===== config.mk =====
export PLATFORM = sky130hd
export DESIGN_NAME = smk_seq
export DESIGN_NICKNAME = d
export VERILOG_FILES = /design/src/smk_pkg.sv /design/src/smk_spi_if.sv /design/src/smk_spi_engine.sv /design/src/smk_seq.sv
export VERILOG_INCLUDE_DIRS = /design/src
export SDC_FILE = /design/constraint.sdc
export NUM_CORES = 1
export LEC_CHECK = 0
export BUFFER_PORTS_ARGS = -buffer_cell sky130_fd_sc_hd__buf_2
export CORE_UTILIZATION = 40
export CTS_BUF_LIST = sky130_fd_sc_hd__clkbuf_4 sky130_fd_sc_hd__clkbuf_8
export CTS_CLUSTER_DIAMETER = 150
export DETAILED_ROUTE_END_ITERATION = 7
export SYNTH_ARGS = -nofsm -noshare
export SYNTH_HDL_FRONTEND = slang
export SYNTH_SLANG_ARGS = --single-unit

===== constraint.sdc =====
create_clock -name mclk -period 2 [get_ports mclk]
set_clock_uncertainty 0.05 [all_clocks]
set_input_delay 0.1 -clock mclk [delete_from_list [all_inputs] [get_ports mclk]]
set_output_delay 0.1 -clock mclk [all_outputs]
set_load 0.03 [all_outputs]

===== src/smk_consts.svh =====
`ifndef SMK_CONSTS_SVH
`define SMK_CONSTS_SVH

// System clock
`define SMK_CLK_PERIOD_NS   4
`define SMK_CLK_HZ          250000000

// Base tick and derived intervals, counted in ticks
`define SMK_SEC_NS          1000000000
`define SMK_TICK_NS         500000
`define SMK_TICK_CYCLES     (`SMK_TICK_NS / `SMK_CLK_PERIOD_NS)
`define SMK_TICKS_PER_SEC   (`SMK_SEC_NS / `SMK_TICK_NS)
`define SMK_BLINK_PERIOD_S  1
`define SMK_TEST_S          3
`define SMK_EMIT_PERIOD_S   10

// Emitter settle time before the photo conversion starts
`define SMK_SETTLE_NS       1000
`define SMK_SETTLE_CYCLES   ((`SMK_SETTLE_NS + `SMK_CLK_PERIOD_NS - 1) / `SMK_CLK_PERIOD_NS)

// SPI clock limit and half period in system clocks, rounded up
`define SMK_SPI_MAX_HZ      4000000
`define SMK_SPI_HALF        ((`SMK_CLK_HZ + 2 * `SMK_SPI_MAX_HZ - 1) / (2 * `SMK_SPI_MAX_HZ))
`define SMK_SPI_BITS        16
`define SMK_SPI_WRITE       1'b1
`define SMK_SPI_READ        1'b0

// Front-end register map
`define SMK_REG_COUNT       31
`define SMK_REG_LED_CURRENT 5'h0a
`define SMK_REG_BATT_LOAD   5'h0b
`define SMK_REG_BATT_CURR   5'h0c
`define SMK_BATT_LOAD_ON    8'h01
`define SMK_BATT_LOAD_OFF   8'h00

// Measurement and boost regulation
`define SMK_SMOKE_THRESH    10'h180
`define SMK_BOOST_TARGET    10'h200
`define SMK_DUTY_MAX        8'hc0

`endif


===== src/smk_pkg.sv =====
package smk_pkg;
  typedef enum logic [1:0] {SMK_AL_IDLE, SMK_AL_TEST, SMK_AL_SMOKE} smk_alarm_t;
  typedef enum logic [1:0] {SMK_MS_IDLE, SMK_MS_SETTLE, SMK_MS_PHOTO, SMK_MS_BOOST} smk_meas_t;
  typedef enum logic [2:0] {SMK_SQ_LED, SMK_SQ_IDLE, SMK_SQ_LOAD_ON, SMK_SQ_READ,
                            SMK_SQ_LOAD_OFF} smk_seq_t;
  typedef enum logic {SMK_SP_IDLE, SMK_SP_SHIFT} smk_spi_st_t;
endpackage


===== src/smk_spi_if.sv =====
interface smk_spi_if;
  logic       start;
  logic       rw;
  logic [4:0] addr;
  logic [7:0] wdata;
  logic       busy;
  logic       done;
  logic [7:0] rdata;
  modport master (output start, output rw, output addr, output wdata,
                  input busy, input done, input rdata);
  modport engine (input start, input rw, input addr, input wdata,
                  output busy, output done, output rdata);
endinterface


===== src/smk_spi_engine.sv =====
`include "smk_consts.svh"

module smk_spi_engine
  import smk_pkg::*;
(
  // Clock and reset
  input  wire logic   mclk,
  input  wire logic   reset,
  // Transfer request
  smk_spi_if.engine   req,
  // Front-end pins
  output logic        spi_sck,
  output logic        spi_mosi,
  output logic        spi_sen_n,
  input  wire logic   spi_miso
);
  smk_spi_st_t state, next_state;
  logic [5:0]  div, next_div;
  logic [3:0]  bitn, next_bitn;
  logic [15:0] shreg, next_shreg;
  logic [15:0] rx, next_rx;
  logic        next_sck, next_mosi, next_sen_n, next_busy, next_done;
  logic [7:0]  next_rdata;

  // Mode 0 shifter, MSB first, SCK held under the front-end limit
  always_comb begin
    next_state  = state;
    next_div    = div;
    next_bitn   = bitn;
    next_shreg  = shreg;
    next_rx     = rx;
    next_sck    = spi_sck;
    next_mosi   = spi_mosi;
    next_sen_n  = spi_sen_n;
    next_done   = 1'b0;
    next_rdata  = req.rdata;
    case (state)
      SMK_SP_IDLE: begin
        if (req.start) begin
          next_shreg = {req.rw, req.addr, 2'b00, req.wdata};
          next_mosi  = req.rw;
          next_sen_n = 1'b0;
          next_div   = 6'h00;
          next_bitn  = 4'h0;
          next_state = SMK_SP_SHIFT;
        end
      end
      default: begin
        next_div = div + 6'h01;
        if (div == 6'(`SMK_SPI_HALF - 1)) begin
          next_div = 6'h00;
          if (!spi_sck) begin
            next_sck = 1'b1;
            next_rx  = {rx[14:0], spi_miso};
          end else begin
            next_sck = 1'b0;
            if (bitn == 4'(`SMK_SPI_BITS - 1)) begin
              next_sen_n = 1'b1;
              next_done  = 1'b1;
              next_rdata = rx[7:0];
              next_state = SMK_SP_IDLE;
            end else begin
              next_bitn  = bitn + 4'h1;
              next_shreg = {shreg[14:0], 1'b0};
              next_mosi  = shreg[14];
            end
          end
        end
      end
    endcase
    next_busy = (next_state != SMK_SP_IDLE);
  end

  always_ff @(posedge mclk) begin
    if (reset) begin
      state     <= SMK_SP_IDLE;
      div       <= 6'h00;
      bitn      <= 4'h0;
      shreg     <= 16'h0000;
      rx        <= 16'h0000;
      spi_sck   <= 1'b0;
      spi_mosi  <= 1'b0;
      spi_sen_n <= 1'b1;
      req.busy  <= 1'b0;
      req.done  <= 1'b0;
      req.rdata <= 8'h00;
    end else begin
      state     <= next_state;
      div       <= next_div;
      bitn      <= next_bitn;
      shreg     <= next_shreg;
      rx        <= next_rx;
      spi_sck   <= next_sck;
      spi_mosi  <= next_mosi;
      spi_sen_n <= next_sen_n;
      req.busy  <= next_busy;
      req.done  <= next_done;
      req.rdata <= next_rdata;
    end
  end
endmodule


===== src/smk_seq.sv =====
`include "smk_consts.svh"

module smk_seq
  import smk_pkg::*;
#(
  parameter int TICK_CYCLES = `SMK_TICK_CYCLES
)(
  // Clock and reset
  input  wire logic       mclk,
  input  wire logic       reset,
  // Board inputs
  input  wire logic       test_button,
  input  wire logic       supply_is_9v,
  input  wire logic [7:0] led_current_code,
  input  wire logic       led_code_update,
  input  wire logic       batt_test_req,
  // Converter
  output logic            adc_start,
  output logic            adc_sel_boost,
  input  wire logic       adc_done,
  input  wire logic [9:0] adc_data,
  // Indicators, horn, emitter, boost
  output logic            alarm_indicator,
  output logic            presence_indicator,
  output logic            horn_enable,
  output logic            emitter_enable,
  output logic            boost_enable,
  output logic            boost_bypass,
  output logic            boost_pwm,
  // Status
  output logic            smoke_alarm,
  output logic [9:0]      photo_reading,
  output logic [7:0]      battery_reading,
  output logic            battery_valid,
  // Front-end SPI
  output logic            spi_sck,
  output logic            spi_mosi,
  output logic            spi_sen_n,
  input  wire logic       spi_miso
);
  smk_spi_if spi ();

  // Time base
  logic [16:0] presc, next_presc;
  logic        tick, next_tick;
  logic [15:0] blink_cnt, next_blink_cnt, emit_cnt, next_emit_cnt;
  logic        emit_evt, next_emit_evt, next_presence;

  // All long intervals hang off one 500 us tick
  always_comb begin
    next_presc     = presc + 17'h00001;
    next_tick      = 1'b0;
    next_blink_cnt = blink_cnt;
    next_emit_cnt  = emit_cnt;
    next_emit_evt  = 1'b0;
    next_presence  = presence_indicator;
    if (presc == 17'(TICK_CYCLES - 1)) begin
      next_presc = 17'h00000;
      next_tick  = 1'b1;
    end
    if (tick) begin
      next_blink_cnt = blink_cnt + 16'h0001;
      if (blink_cnt == 16'(`SMK_TICKS_PER_SEC * `SMK_BLINK_PERIOD_S / 2 - 1)) begin
        next_blink_cnt = 16'h0000;
        next_presence  = ~presence_indicator;
      end
      next_emit_cnt = emit_cnt + 16'h0001;
      if (emit_cnt == 16'(`SMK_TICKS_PER_SEC * `SMK_EMIT_PERIOD_S - 1)) begin
        next_emit_cnt = 16'h0000;
        next_emit_evt = 1'b1;
      end
    end
  end

  always_ff @(posedge mclk) begin
    if (reset) begin
      presc              <= 17'h00000;
      tick               <= 1'b0;
      blink_cnt          <= 16'h0000;
      emit_cnt           <= 16'h0000;
      emit_evt           <= 1'b0;
      presence_indicator <= 1'b0;
    end else begin
      presc              <= next_presc;
      tick               <= next_tick;
      blink_cnt          <= next_blink_cnt;
      emit_cnt           <= next_emit_cnt;
      emit_evt           <= next_emit_evt;
      presence_indicator <= next_presence;
    end
  end

  // Alarm sequencing
  smk_alarm_t al, next_al;
  logic [15:0] test_cnt, next_test_cnt;
  logic        btn_q, press, smoke_seen, next_horn;

  assign press = test_button & ~btn_q;

  // Smoke outranks a running horn test
  always_comb begin
    next_al       = al;
    next_test_cnt = test_cnt;
    case (al)
      SMK_AL_IDLE: begin
        if (smoke_seen) begin
          next_al = SMK_AL_SMOKE;
        end else if (press) begin
          next_al       = SMK_AL_TEST;
          next_test_cnt = 16'h0000;
        end
      end
      SMK_AL_TEST: begin
        if (tick) next_test_cnt = test_cnt + 16'h0001;
        if (smoke_seen) begin
          next_al = SMK_AL_SMOKE;
        end else if (tick && test_cnt == 16'(`SMK_TICKS_PER_SEC * `SMK_TEST_S - 1)) begin
          next_al = SMK_AL_IDLE;
        end
      end
      default: begin
        if (press) next_al = SMK_AL_IDLE;
      end
    endcase
    next_horn = (next_al != SMK_AL_IDLE);
  end

  always_ff @(posedge mclk) begin
    if (reset) begin
      al              <= SMK_AL_IDLE;
      test_cnt        <= 16'h0000;
      btn_q           <= 1'b0;
      horn_enable     <= 1'b0;
      alarm_indicator <= 1'b0;
      smoke_alarm     <= 1'b0;
      boost_enable    <= 1'b0;
      boost_bypass    <= 1'b0;
    end else begin
      al              <= next_al;
      test_cnt        <= next_test_cnt;
      btn_q           <= test_button;
      horn_enable     <= next_horn;
      alarm_indicator <= next_horn;
      smoke_alarm     <= (next_al == SMK_AL_SMOKE);
      boost_enable    <= next_horn & ~supply_is_9v;
      boost_bypass    <= supply_is_9v;
    end
  end

  // Shared converter: emitter shot first, then boost feedback
  smk_meas_t ms, next_ms;
  logic       photo_req, next_photo_req, boost_req, next_boost_req;
  logic [7:0] settle, next_settle, duty, next_duty, pwm_cnt;
  logic       next_adc_start, next_adc_sel, next_emitter;
  logic [9:0] next_photo;

  always_comb begin
    next_ms        = ms;
    next_settle    = settle;
    next_duty      = duty;
    next_adc_start = 1'b0;
    next_adc_sel   = adc_sel_boost;
    next_emitter   = emitter_enable;
    next_photo     = photo_reading;
    smoke_seen     = 1'b0;
    next_photo_req = photo_req | emit_evt;
    next_boost_req = boost_req | (tick & boost_enable);
    case (ms)
      SMK_MS_IDLE: begin
        if (photo_req) begin
          next_photo_req = emit_evt;
          next_emitter   = 1'b1;
          next_settle    = 8'h00;
          next_ms        = SMK_MS_SETTLE;
        end else if (boost_req) begin
          next_boost_req = tick & boost_enable;
          if (boost_enable) begin
            next_adc_start = 1'b1;
            next_adc_sel   = 1'b1;
            next_ms        = SMK_MS_BOOST;
          end
        end
      end
      SMK_MS_SETTLE: begin
        next_settle = settle + 8'h01;
        if (settle == 8'(`SMK_SETTLE_CYCLES - 1)) begin
          next_adc_start = 1'b1;
          next_adc_sel   = 1'b0;
          next_ms        = SMK_MS_PHOTO;
        end
      end
      SMK_MS_PHOTO: begin
        if (adc_done) begin
          next_photo   = adc_data;
          next_emitter = 1'b0;
          smoke_seen   = (adc_data >= `SMK_SMOKE_THRESH);
          next_ms      = SMK_MS_IDLE;
        end
      end
      default: begin
        if (adc_done) begin
          next_ms = SMK_MS_IDLE;
          if (adc_data < `SMK_BOOST_TARGET && duty < `SMK_DUTY_MAX)
            next_duty = duty + 8'h01;
          else if (adc_data > `SMK_BOOST_TARGET && duty != 8'h00)
            next_duty = duty - 8'h01;
        end
      end
    endcase
    if (!boost_enable) next_duty = 8'h00;
  end

  always_ff @(posedge mclk) begin
    if (reset) begin
      ms             <= SMK_MS_IDLE;
      photo_req      <= 1'b0;
      boost_req      <= 1'b0;
      settle         <= 8'h00;
      duty           <= 8'h00;
      pwm_cnt        <= 8'h00;
      adc_start      <= 1'b0;
      adc_sel_boost  <= 1'b0;
      emitter_enable <= 1'b0;
      photo_reading  <= 10'h000;
      boost_pwm      <= 1'b0;
    end else begin
      ms             <= next_ms;
      photo_req      <= next_photo_req;
      boost_req      <= next_boost_req;
      settle         <= next_settle;
      duty           <= next_duty;
      pwm_cnt        <= pwm_cnt + 8'h01;
      adc_start      <= next_adc_start;
      adc_sel_boost  <= next_adc_sel;
      emitter_enable <= next_emitter;
      photo_reading  <= next_photo;
      boost_pwm      <= boost_enable & (pwm_cnt < duty);
    end
  end

  // Front-end register traffic
  smk_seq_t sq, next_sq;
  logic       sent, next_sent, batt_pend, next_batt_pend, led_pend, next_led_pend;
  logic       next_start, next_rw, next_bvalid;
  logic [4:0] next_addr;
  logic [7:0] next_wdata, next_batt;

  // One frame per step; a step moves on only when its frame is done
  always_comb begin
    next_sq        = sq;
    next_sent      = sent;
    next_start     = 1'b0;
    next_rw        = `SMK_SPI_WRITE;
    next_addr      = spi.addr;
    next_wdata     = spi.wdata;
    next_batt      = battery_reading;
    next_bvalid    = 1'b0;
    next_batt_pend = batt_pend | batt_test_req;
    next_led_pend  = led_pend | led_code_update;
    case (sq)
      SMK_SQ_LED: begin
        next_addr  = `SMK_REG_LED_CURRENT;
        next_wdata = led_current_code;
      end
      SMK_SQ_LOAD_ON: begin
        next_addr  = `SMK_REG_BATT_LOAD;
        next_wdata = `SMK_BATT_LOAD_ON;
      end
      SMK_SQ_READ: begin
        next_addr  = `SMK_REG_BATT_CURR;
        next_rw    = `SMK_SPI_READ;
        next_wdata = 8'h00;
      end
      SMK_SQ_LOAD_OFF: begin
        next_addr  = `SMK_REG_BATT_LOAD;
        next_wdata = `SMK_BATT_LOAD_OFF;
      end
      default: begin
        if (led_pend) begin
          next_sq       = SMK_SQ_LED;
          next_led_pend = led_code_update;
        end else if (batt_pend) begin
          next_sq        = SMK_SQ_LOAD_ON;
          next_batt_pend = batt_test_req;
        end
      end
    endcase
    if (sq != SMK_SQ_IDLE) begin
      if (!sent && !spi.busy && !spi.start) begin
        next_start = 1'b1;
        next_sent  = 1'b1;
      end else if (spi.done) begin
        next_sent = 1'b0;
        case (sq)
          SMK_SQ_LOAD_ON: next_sq = SMK_SQ_READ;
          SMK_SQ_READ: begin
            next_batt   = spi.rdata;
            next_bvalid = 1'b1;
            next_sq     = SMK_SQ_LOAD_OFF;
          end
          default: next_sq = SMK_SQ_IDLE;
        endcase
      end
    end
  end

  always_ff @(posedge mclk) begin
    if (reset) begin
      sq              <= SMK_SQ_LED;
      sent            <= 1'b0;
      batt_pend       <= 1'b0;
      led_pend        <= 1'b0;
      spi.start       <= 1'b0;
      spi.rw          <= `SMK_SPI_WRITE;
      spi.addr        <= 5'h00;
      spi.wdata       <= 8'h00;
      battery_reading <= 8'h00;
      battery_valid   <= 1'b0;
    end else begin
      sq              <= next_sq;
      sent            <= next_sent;
      batt_pend       <= next_batt_pend;
      led_pend        <= next_led_pend;
      spi.start       <= next_start;
      spi.rw          <= next_rw;
      spi.addr        <= next_addr;
      spi.wdata       <= next_wdata;
      battery_reading <= next_batt;
      battery_valid   <= next_bvalid;
    end
  end

  smk_spi_engine u_spi (
    .mclk      (mclk),
    .reset     (reset),
    .req       (spi.engine),
    .spi_sck   (spi_sck),
    .spi_mosi  (spi_mosi),
    .spi_sen_n (spi_sen_n),
    .spi_miso  (spi_miso)
  );
endmodule


==> impl_results.md <==
* Status: complete, but fails checks
* Violated checks: setup timing
* CTS tree: yes
* Max clock buf depth at 2
* Post-Syn Area at 8500 µm²
* Tcrit/Tclk final at 105%
* Post-synth top cells: 192 x dfxtp_1, 169 x nor2_1, 75 x nand2_1, 54 x a21oi_1, 43 x mux2i_1
* DR WL/cell at 12.9 µm
* Power per standard cell area at 698 nW/µm²
* Initial Util at 41.3%
* Tmin final at 2.10 ns
* Total Power at 6990 µW
* Syn_nets at 994
* Max-slew violation count at 0
* Residual DRC count at 0
* HPWL Detailed at 11.7 mm
* First-pass GRT wire length at 29.2 mm
* Worst endpoint data arrival time at 2.43 ns
* Largest net degree at the start of global routing at 115
* Port buffer count at 57
* Worst-skew pair later-pin latency at 0.45 ns
* Required time of the critical path at 2.34 ns
* Placed Cells at 1272
* Routability cong. at 0.807
* Cell taking the most area after synthesis: dfxtp_1
* Worst rel slew slack at 50.3%
* Tot GR Track Use at 16.3%
* Post-synth EDFFs at 0
* Chip width at 148 µm
* Yosys warns at 0
* Root buf cell: clkbuf_8
* Final wirelength at 17.2 mm
* Antenna Nets Post-Route at 0
* Final hold violations at 0
* CTS buffer count at 17
* N_diodes at 0
* Worst VDD drop at 403 µV
* Iteration-0 DRC Markers at 302
* Clock transition at path regs at 0.09 ns
* Layout cells sized above 1 at 15.4%
* Reported leakage power at 0.00391 µW
* Finished Layout Cells at 1331
* Synth Instances at 945
* Crit path launch type: flip-flop
* Peak Freq at 477 MHz
* P&R area growth vs syn at 17.9%
* Syn Area/Cell at 8.99 µm²
* Vias/cell at 5.06
* GRT overflow at 0
* #FFs+latches synth at 192
* Post-Layout Inst Area at 10000 µm²
* Dpl cell area at 9290 µm²
* CORE AREA at 20600 µm²
* Vias in the first global route at 6296
* Row cnt at 52
* RSZ-0062 raised after global routing: true
* Top post-synthesis cells by area: dfxtp_1 45%, nor2_1 7.5%, mux2i_1 5.1%
* CP Capture Type: flip-flop
* Max-Cap Viols at 0
* Initial antenna violation count at 0
* # setup viols final at 2
* Die height at 148 µm
* Worst-margin pin slew at 0.740 ns
* Synth unique cells at 70
* Post-synth top area share at 45.2%
* Setup WS post-layout at -0.0970 ns
* DR pass1 iterations at 4
* IO Count at 58
* WS Path Type: flip-flop to flip-flop
* Final nets at 1099
* H-Tree Level Count at 4
* Seq/Total Area, Yosys at 45.2%
* Die ar. at 21800 µm²
* Main synth FF type: dfxtp_1
* Most common cell in the synthesized netlist: dfxtp_1
* Async set-reset flop share out of synthesis at 0%
* Hold Worst Slack at 0.107 ns
* Hold Path Class: primary input to flip-flop
* Total number of vias at 6737
* Worst-path maximum fanout at 8
* Clk sinks at 192
==> sequential cells by signal (all words and copies together) (netlist names), 2 cells and up <==
name,cells
spi.wdata,8
blink_cnt,16
u_spi.req.rdata,8
presc,17
spi.addr,4
u_spi.div,6
u_spi.rx,8
emit_cnt,16
battery_reading,8
pwm_cnt,8
settle,8
duty,8
u_spi.shreg,15
u_spi.bitn,4
al,2
test_cnt,16
photo_reading,10
sq,3
ms,2
==> metrics by stage <==
step / util, % / setup TNS, ns / setup WS [ns]
CTS: 48.3 / -0.159 / -0.0957
detailed placement: 45.2 / -0.126 / -0.0782
global route: 48.7 / -0.366 / -0.210
finish: 48.7 / -0.141 / -0.0970
floorplan: - / -0.0346 / -0.0197
global placement: 45.2 / -0.0665 / -0.0364
==> report_power, final <==
group          switching, µW  internal [µW]
Combinational            274            226
Clock                   1310           1230
Sequential              54.3           3890
Total                   1640           5350
==> cells by family after synthesis <==
family	after synthesis	synth area share, %
buffers and inverters	63	3.28
AO/OA/AOI/OAI	148	12.5
XOR/XNOR	70	7.21
multiplexers	44	5.20
adder cells (fa/ha/maj)	23	3.47
flip-flops	192	45.2
AND/OR/NAND/NOR	405	23.1
==> worst max-delay path, stage by stage, from the launching register on <==
cell	delay, ns
dfxtp_1	0.33
a21o_4	0.27
fa_2	0.36
a211oi_2	0.20
nor2_2	0.08
or4_1	0.42
a41o_1	0.19
a21oi_1	0.13
==> cell type report <==
type                            count  area, µm²
Fill cell                        1970      10500
Multi-Input combinational cell    690       4430
Sequential cell                   192       3840
Timing Repair Buffer              124        911
Tap cell                          270        338
Clock buffer                       21        289
Clock inverter                      9        109
Inverter                           25       93.8
==> routing by layer <==
layer | part of all wire (%) | track usage (%) | up-vias
met2 | 45 | 26.3 | 86
li1 | - | - | 3526
met4 | 0.93 | 4.90 | 0
met3 | 3.0 | 3.55 | 10
met5 | 0 | 0 | -
met1 | 51 | 21.6 | 3115
==> placed cells by master (no fill, tap or decap), types with 7 or more instances in the layout <==
| cell type | count |
|---|---|
| and3_1 | 21 |
| nand4_1 | 18 |
| nor4_1 | 13 |
| buf_2 | 56 |
| nand2_1 | 75 |
| buf_4 | 40 |
| clkbuf_8 | 21 |
| nor3_1 | 17 |
| nor2b_1 | 8 |
| xnor2_1 | 30 |
| ha_1 | 20 |
| o21ai_0 | 14 |
| nand3_1 | 40 |
| nor2_1 | 167 |
| a21o_1 | 7 |
| inv_1 | 24 |
| a211oi_1 | 22 |
| a21oi_1 | 53 |
| a22oi_1 | 11 |
| dlygate4sd3_1 | 24 |
| dfxtp_1 | 191 |
| xor2_1 | 40 |
| mux2i_1 | 43 |
==> final timing paths <==
| kind | slack [ns] | depth (start not counted) | endpoint | start |
|---|---|---|---|---|
| worst max-delay path | -0.1 | 7 | duty[6] | duty[7] |
| worst max register to register | -0.1 | 7 | duty[6] | duty[7] |
| worst min-delay path | 0.11 | 3 | presence_indicator | reset |
| worst min register to register | 0.38 | 2 | photo_req | emit_evt |
==> what timing repair did <==
item	CTS	global route
hold buffers	24	0
pin swaps	1	2
cloned	0	2
resized for setup	1	5
setup endpoints to repair	2	9
endpoints found under the hold margin	27	0
setup buffers	0	3
Power figures use the tool's default switching activity.
